===== src/ss_adc_pkg.sv =====
// Purpose: Shared constants for the single-slope converter timer
// Assumes: 32-bit register port, word indices as addresses
// Notes: Register indices are local choices
package ss_adc_pkg;
  localparam int CNT_W = 12;
  localparam logic [11:0] CNT_MAX = 12'hfff;
  localparam logic [11:0] RESULT_NONE = 12'h000;
  localparam int NUM_CH = 4;
  localparam int TRIM_W = 3;
  localparam logic [2:0] TRIM_RESET = 3'h0;
  localparam int MODE_W = 16;
  localparam logic [15:0] MODE_RESET = 16'h0000;
  localparam int MUX_LO_BIT = 0;
  localparam int MUX_HI_BIT = 1;
  localparam int RATE_BIT = 7;
  localparam logic [3:0] ADDR_MODE = 4'h0;
  localparam logic [3:0] ADDR_TRIM = 4'h1;
  localparam logic [3:0] ADDR_RES_A = 4'h2;
  localparam logic [3:0] ADDR_RES_B = 4'h3;
  localparam logic [3:0] ADDR_RES_I = 4'h4;
  localparam logic [3:0] ADDR_RES_X = 4'h5;
  localparam logic [3:0] ADDR_STATUS = 4'h6;
  localparam logic [1:0] SEL_AUX0 = 2'h0;
  localparam logic [1:0] SEL_AUX1 = 2'h1;
  localparam logic [1:0] SEL_AUX2 = 2'h2;
  localparam logic [1:0] SEL_VREF = 2'h3;
  localparam logic [31:0] UNMAPPED_READ = 32'h0000_0000;
endpackage : ss_adc_pkg


===== src/ss_adc_timer.sv =====
// Purpose: Digital side of a four-channel single-slope converter
// Assumes: Comparator and sync inputs already synchronous to i_clk_sys
// Notes: Registers on a plain word-indexed port, read data one cycle later
// Function
// - Two-bit mode field picks auxiliary input
// - Four channels convert together, one ramp
// - One shared 12-bit counter times crossings
// - Sync pulse resets ramp, restarts conversion
// - Mode bit 7 selects counter rate
// - Results capture counter when comparator trips
// - Counter saturates at 4095
// - Double update mode halves conversion window
// - Untripped channel reports zero
// - 3-bit trim scales ramp current
// - Trim resets to zero
// - Current sample-hold strobes on sync fall
// - Sync rise marks PWM cycle start
// - Fault shutdown suppresses sync, stops conversions
//
// Our own choices: the register offsets and the strobed register port.
`timescale 1ns/1ns
module ss_adc_timer (
  input wire logic i_clk_sys, // 100 MHz system clock
  input wire logic i_reset_n, // Sync reset, active low
  input wire logic [3:0] i_addr, // Register index
  input wire logic [31:0] i_wdata, // Write data
  input wire logic i_wr, // Write strobe
  input wire logic i_rd, // Read strobe
  output logic [31:0] o_rdata, // Read data, cycle after strobe
  input wire logic i_cycle_sync_pulse, // Sync pulse from PWM timing
  input wire logic i_fault_shutdown_pin, // Fault, active low
  input wire logic [3:0] i_cmp_trip, // Comparators: a, b, sense, aux
  output logic o_ramp_reset, // Holds ramp capacitor discharged
  output logic o_sample_hold_strobe, // Current sample-hold pulse
  output logic o_cycle_start, // PWM cycle start pulse
  output logic [1:0] o_aux_select, // Aux mux select
  output logic [2:0] o_ramp_current_trim // Ramp current code
);
  typedef struct packed {
    logic [15:0] mode_control_reg;
    logic [2:0] trim;
    logic [11:0] count;
    logic [3:0] armed;
    logic [3:0] hit;
    logic [3:0][11:0] live;
    logic [3:0][11:0] result;
    logic sync_d;
    logic gate_d;
    logic ramp_reset;
    logic sh_strobe;
    logic cyc_start;
    logic [1:0] aux_sel;
    logic [31:0] rdata;
    logic [7:0] conv_count;
  } top_state_t;

  top_state_t st_ff;
  top_state_t nxt_st;
  logic tick;
  logic sync_gated;
  logic sync_fall;
  logic sync_rise;
  logic [3:0] trip_new;

  // Fault shutdown gates the sync at the timer input, so no new conversions
  assign sync_gated = i_cycle_sync_pulse && i_fault_shutdown_pin;
  assign sync_fall = st_ff.gate_d && !sync_gated;
  assign sync_rise = !st_ff.gate_d && sync_gated;

  ss_rate_div u_div (
    .i_clk_sys(i_clk_sys),
    .i_reset_n(i_reset_n),
    .i_fast(st_ff.mode_control_reg[ss_adc_pkg::RATE_BIT]),
    .i_hold(sync_gated),
    .o_tick(tick)
  );

  // All four comparators judged against one counter at once
  genvar g;
  generate
    for (g = 0; g < ss_adc_pkg::NUM_CH; g++) begin : g_trip
      assign trip_new[g] = st_ff.armed[g] && i_cmp_trip[g];
    end
  endgenerate

  always_comb begin
    nxt_st = st_ff;
    nxt_st.sync_d = i_cycle_sync_pulse;
    nxt_st.gate_d = sync_gated;
    nxt_st.ramp_reset = sync_gated;
    nxt_st.sh_strobe = sync_fall;
    nxt_st.cyc_start = sync_rise;
    if (sync_gated) begin
      // Window restarts each sync, so double update halves it naturally
      nxt_st.count = '0;
      nxt_st.armed = '0;
    end else begin
      if (sync_fall) begin
        nxt_st.armed = 4'hf;
        nxt_st.hit = '0;
      end
      if (tick && st_ff.count != ss_adc_pkg::CNT_MAX) begin
        nxt_st.count = st_ff.count + 12'h001;
      end
    end
    for (int i = 0; i < ss_adc_pkg::NUM_CH; i++) begin
      if (trip_new[i]) begin
        nxt_st.live[i] = st_ff.count;
        nxt_st.hit[i] = 1'b1;
        nxt_st.armed[i] = 1'b0;
      end
      // Publish at end of window; channels that never tripped read zero
      if (sync_rise) begin
        nxt_st.result[i] = st_ff.hit[i] ? st_ff.live[i] : ss_adc_pkg::RESULT_NONE;
      end
    end
    if (sync_rise) begin
      nxt_st.hit = '0;
      nxt_st.conv_count = st_ff.conv_count + 8'h01;
    end
    if (i_wr) begin
      case (i_addr)
        ss_adc_pkg::ADDR_MODE: nxt_st.mode_control_reg = i_wdata[15:0];
        ss_adc_pkg::ADDR_TRIM: nxt_st.trim = i_wdata[2:0];
        default: nxt_st.mode_control_reg = nxt_st.mode_control_reg;
      endcase
    end
    nxt_st.aux_sel = {nxt_st.mode_control_reg[ss_adc_pkg::MUX_HI_BIT],
      nxt_st.mode_control_reg[ss_adc_pkg::MUX_LO_BIT]};
    nxt_st.rdata = ss_adc_pkg::UNMAPPED_READ;
    if (i_rd) begin
      case (i_addr)
        ss_adc_pkg::ADDR_MODE: nxt_st.rdata = {16'h0000, st_ff.mode_control_reg};
        ss_adc_pkg::ADDR_TRIM: nxt_st.rdata = {29'h0000_0000, st_ff.trim};
        ss_adc_pkg::ADDR_RES_A: nxt_st.rdata = {20'h00000, st_ff.result[0]};
        ss_adc_pkg::ADDR_RES_B: nxt_st.rdata = {20'h00000, st_ff.result[1]};
        ss_adc_pkg::ADDR_RES_I: nxt_st.rdata = {20'h00000, st_ff.result[2]};
        ss_adc_pkg::ADDR_RES_X: nxt_st.rdata = {20'h00000, st_ff.result[3]};
        ss_adc_pkg::ADDR_STATUS: nxt_st.rdata = {8'h00, st_ff.conv_count, 3'h0,
          !i_fault_shutdown_pin, st_ff.armed, st_ff.count[11:4]};
        default: nxt_st.rdata = ss_adc_pkg::UNMAPPED_READ;
      endcase
    end
  end

  always_ff @(posedge i_clk_sys) begin
    if (!i_reset_n) begin
      st_ff <= '0;
      st_ff.mode_control_reg <= ss_adc_pkg::MODE_RESET;
      st_ff.trim <= ss_adc_pkg::TRIM_RESET;
    end else begin
      st_ff <= nxt_st;
    end
  end

  assign o_rdata = st_ff.rdata;
  assign o_ramp_reset = st_ff.ramp_reset;
  assign o_sample_hold_strobe = st_ff.sh_strobe;
  assign o_cycle_start = st_ff.cyc_start;
  assign o_aux_select = st_ff.aux_sel;
  assign o_ramp_current_trim = st_ff.trim;

  // Checks
  p_trim_reset: assert property (@(posedge i_clk_sys) disable iff (!i_reset_n)
    !$past(i_reset_n) |-> st_ff.trim == 3'h0)
    else $error("trim not zero after reset");
  a_trim_reset: assert property (@(posedge i_clk_sys) disable iff (!i_reset_n)
    $past(!i_reset_n) |-> o_ramp_current_trim == 3'h0)
    else $error("trim output not zero after reset");
  a_sat: assert property (@(posedge i_clk_sys) disable iff (!i_reset_n)
    st_ff.count == 12'hfff && !sync_gated |=> st_ff.count == 12'hfff)
    else $error("counter wrapped");
  a_clear: assert property (@(posedge i_clk_sys) disable iff (!i_reset_n)
    sync_gated |=> st_ff.count == 12'h000 && st_ff.armed == 4'h0)
    else $error("counter not cleared in sync");
  a_ramp: assert property (@(posedge i_clk_sys) disable iff (!i_reset_n)
    sync_gated |=> o_ramp_reset)
    else $error("ramp not held in reset");
  a_sh: assert property (@(posedge i_clk_sys) disable iff (!i_reset_n)
    $fell(sync_gated) |=> o_sample_hold_strobe)
    else $error("sample strobe missing");
  a_fault: assert property (@(posedge i_clk_sys) disable iff (!i_reset_n)
    !i_fault_shutdown_pin |=> !o_ramp_reset)
    else $error("sync passed during fault");
  a_mux: assert property (@(posedge i_clk_sys) disable iff (!i_reset_n)
    i_wr && i_addr == 4'h0 |=> o_aux_select == $past(i_wdata[1:0]))
    else $error("aux select mismatch");
  a_slow: assert property (@(posedge i_clk_sys) disable iff (!i_reset_n)
    !st_ff.mode_control_reg[7] && tick |=> !tick)
    else $error("slow rate ticked twice");
  a_cap: assert property (@(posedge i_clk_sys) disable iff (!i_reset_n)
    trip_new[0] |=> st_ff.live[0] == $past(st_ff.count) && !st_ff.armed[0])
    else $error("capture wrong");
  a_zero: assert property (@(posedge i_clk_sys) disable iff (!i_reset_n)
    sync_rise && !st_ff.hit[1] |=> st_ff.result[1] == 12'h000)
    else $error("untripped result not zero");
endmodule : ss_adc_timer


===== src/ss_rate_div.sv =====
// Purpose: Tick enable for the ramp counter
// Assumes: i_clk_sys stands for the core clock; input clock is half of it
// Notes: Fast mode ticks every cycle, slow mode every second cycle
`timescale 1ns/1ns
module ss_rate_div (
  input wire logic i_clk_sys, // System clock
  input wire logic i_reset_n, // Sync reset, active low
  input wire logic i_fast, // Count at core rate
  input wire logic i_hold, // Sync pulse high: realign phase
  output logic o_tick // One-cycle counting enable
);
  typedef struct packed {
    logic phase;
  } div_state_t;
  div_state_t st_ff;
  div_state_t nxt_st;

  always_comb begin
    nxt_st = st_ff;
    nxt_st.phase = i_hold ? 1'b0 : ~st_ff.phase;
  end

  always_ff @(posedge i_clk_sys) begin
    if (!i_reset_n) begin
      st_ff <= '0;
    end else begin
      st_ff <= nxt_st;
    end
  end

  // Gated by hold so the first count follows the falling edge cleanly
  assign o_tick = !i_hold && (i_fast || st_ff.phase);
endmodule : ss_rate_div


===== config.mk =====
export PLATFORM = sky130hd
export DESIGN_NAME = ss_adc_timer
export DESIGN_NICKNAME = d
export VERILOG_FILES = /design/src/ss_adc_pkg.sv /design/src/ss_adc_timer.sv /design/src/ss_rate_div.sv
export SDC_FILE = /design/constraint.sdc
export NUM_CORES = 1
export LEC_CHECK = 0
export BUFFER_PORTS_ARGS = -buffer_cell sky130_fd_sc_hd__buf_2
export CORE_MARGIN = 2
export CORE_UTILIZATION = 55
export CTS_BUF_LIST = sky130_fd_sc_hd__clkbuf_8
export CTS_CLUSTER_DIAMETER = 80
export DETAILED_ROUTE_END_ITERATION = 8
export PLACE_DENSITY_LB_ADDON = 0.08
export SYNTH_ARGS = -nofsm -noshare
export SYNTH_HDL_FRONTEND = slang
export SYNTH_SLANG_ARGS = --single-unit

===== constraint.sdc =====
create_clock -name i_clk_sys -period 1.7 [get_ports i_clk_sys]
set_input_delay 0.085 -clock i_clk_sys [delete_from_list [all_inputs] [get_ports i_clk_sys]]
set_output_delay 0.085 -clock i_clk_sys [all_outputs]
set_load 0.1 [all_outputs]

==> results.toml <==
[die]
row_count = 41
dieArea_mm2 = 0.0136
dieHeight_um = 116
die_w_um = 116
start_util_pct = 55.8
io-pin-count = 86
coreArea_mm2 = 0.0125

[detailed_routing]
antenna_left = 0
drtIter0Drc = 396
viasPerCell = 5.53
num_vias = 5468
drc_errors = 0
dr.pass1.iters = 5
wl_per_cell_um = 17.7
routed_wl_um = 17500

[cells_and_area]
nets = 852
fin_cells = 988
fillers = 1095
regArea_mm2 = 0.00343
n_antenna_cell = 0
drive_gt1_share_pct = 18.9
area_growth_pct = 13.4
multi_input_area_mm2 = 0.00304

[power_and_ir_drop]
swShare_pct = 23.8
p_seq_share_pct = 54.7
peakVddDrop_mv = 0.515
clkPwrFrac_pct = 38.3
leakagePower_uw = 0.00308
internal_power_uw = 5640
p_comb_share_pct = 7.0
powerDensity_mw_per_mm2 = 938
switchingPower_uw = 1760

[timing]
rsz0062_at_grt = "false"
layout_min_cycle_time_ns = 1.63
setup_violations = 0
clock_skew_ns = 0.0146
tns_ns = 0
fin_crit_sh_pct = 96.2
layout_setup_ws_ns = 0.0653
timing.fmax_mhz = 612
timing.hold.ws_ns = 0.0345
hold_viol_final = 0
worst_pin_slew_ns = 0.716
slew_headroom_pct = 52.2
finalMaxSlewViolations = 0

[setup_path]
cp.arrival_ns = 2.02
crit_buf_inv = 0
path_cells = "o2bb2ai_2 -> or2_2 -> or4_1 -> a21oi_1"
crit_path_start_kind = "flop"
cpMaxStageDelayCell = "or4_1"
crit_type = "reg2reg"
required_ns = 2.08
end_kind = "flop"
slowest_delay_ns = 0.48
cp_max_fo = 4
path_delay_family = "simple AND/OR/NAND/NOR gates"

[yosys]
ys_async_sr_fraction_pct = 0
ys_ff_latch = 171
synth_top_cell_area_share_pct = 49.2
synth-edff-count = 0
yosysSeqAreaShare_pct = 49.2
synth_cells = 749
yosys_warnings = 0
yosys_most_used_dff = "dfxtp_1"
synth_top_family_by_area = "compound AO/OA/AOI/OAI gates"
synthMuxAreaShare_pct = 3.08
synthAdderAreaFrac_pct = 0.360
synth-compound-area-share_pct = 20.8
avgSynthCellArea_um2 = 9.29
yosys.area_share.simple_pct = 17.7
yosys.area.top_type = "dfxtp_1"
ys_types = 53
synth.cell_area_mm2 = 0.00696
synthXorXnorAreaFrac_pct = 0.881
synth_area_leaders = "dfxtp_1 49%, nand2_1 7.8%, a21boi_0 6.9%"

[clocking]
tritoncts = "yes"
root_buffer = "clkbuf_8"
cts_max_level = 4
cts.sinks = 171
clk_latency_ns = 0.46
clk_pin_slew_ns = 0.09
postCtsSetupBuffers = 0
clock_path_buffers = 2
cts_buffers = 17

[global_route]
first_global_vias = 4990
antenna_found_initial = 0
grt_first_pass_wirelength_um = 26800
grt_usage_pct = 26.6
grt-ovfl-total = 0
grt_start_max_net_pins = 36

[outcome]
outcome = "complete, no violations"

[placement]
gp_congestion = 0.808
io_buffers = 61
dp_slack_ns = -0.105
dp_hpwl_um = 12100
dp.cells = 938

[run]
drv_cap = 0

[hold_path]
holdCritPathClass = "in2reg"
-- metal layers --
layer  wire length (um)  GRT usage, %  up-vias
li1                   -             -     2680
met1               8160          36.0     2571
met2               7970          42.2      185
met3                966          5.66       32
met4                378          9.84        0
met5                  0             0        -
-- synthesized netlist by cell type, drive strengths merged (2+ instances only) --
cell type	instances
a211oi	7
a21boi	64
a21oi	28
a221oi	6
a222oi	3
a22o	49
a22oi	10
a2bb2oi	3
a31oi	4
a41o	2
a41oi	2
and2	27
and2b	2
and3	7
and4	2
buf	60
clkbuf	34
dfxtp	171
ha	2
mux2	11
mux2i	9
nand2	146
nand3	8
nand3b	4
nand4	6
nor2	25
nor2b	10
nor3	11
nor4	3
o21ai	3
o31a	2
o31ai	3
or2	4
or3	3
xnor2	4
xor2	3
-- sequential cells by signal, summed over array words and instances, names as in the netlist --
register,cells
st_ff,140
u_div.st_ff,1
o_rdata,24
o_ramp_reset,1
o_cycle_start,1
o_ramp_current_trim,3
o_sample_hold_strobe,1
-- final timing paths --
path | depth (start not counted) | end | from | slack [ns]
max | 4 | st_ff[160] | st_ff[173] | 0.07
min | 2 | st_ff[5] | i_reset_n | 0.03
max reg2reg | 4 | st_ff[160] | st_ff[173] | 0.07
min reg2reg | 2 | st_ff[120] | st_ff[120] | 0.46
-- logic make-up (layout without fill, tap and decap cells) --
group,count (synthesis),in the layout
muxes,20,20
and+or+nand+nor,263,264
adders and majority gates,2,2
other,1,8
buffers and inverters,94,153
AOI/OAI and AO/OA,191,191
xor gates and xnor gates,7,7
DFF,171,171
-- area by class of cell --
cell class / instances / area share, %
Multi-Input combinational cell: 492 / 38.6
Clock buffer: 18 / 3.14
Tap cell: 172 / 2.73
Sequential cell: 171 / 43.5
Timing Repair Buffer: 122 / 10.2
Clock inverter: 13 / 1.78
-- power groups by stage --
stage | combinational (uW) | clock [uW] | sequential (uW)
after global placement | 464 | 0 | 4140
after CTS | 512 | 2880 | 4040
after global routing | 551 | 3060 | 4050
final | 517 | 2840 | 4040
after floorplan | 330 | 0 | 4150
after detailed placement | 469 | 0 | 4140
-- layout by cell type, fill, tap and decap left out, drive strengths merged, types with 4 or more instances in the layout --
cell	n
a22o	49
and2	27
nor3	11
a22oi	10
clkbuf	18
dfxtp	171
inv	6
or2	4
a221oi	6
a21oi	28
nand3	8
a211oi	7
conb	8
clkinv	4
a21boi	64
nand3b	4
mux2	11
buf	104
xnor2	4
a31oi	4
mux2i	9
nand4	6
nor2b	11
and3	7
nor2	25
dlygate4sd3	18
nand2	146
-- per-stage QoR --
stage	util (%)	area [um2]	power (uW)
after CTS	63.2	7880	7430
after detailed placement	58.4	7280	4610
after floorplan	-	6990	4480
final	63.3	7890	7400
after global placement	58.4	7280	4600
after global routing	63.3	7890	7660
-- repair_timing --
action,4_1_cts,5_1_grt
hold endpoints to repair,20,0
resized for setup,4,4
hold buffers,18,0
gates cloned,1,0
setup endpoints to repair,52,39
Power figures use the tool's default switching activity.
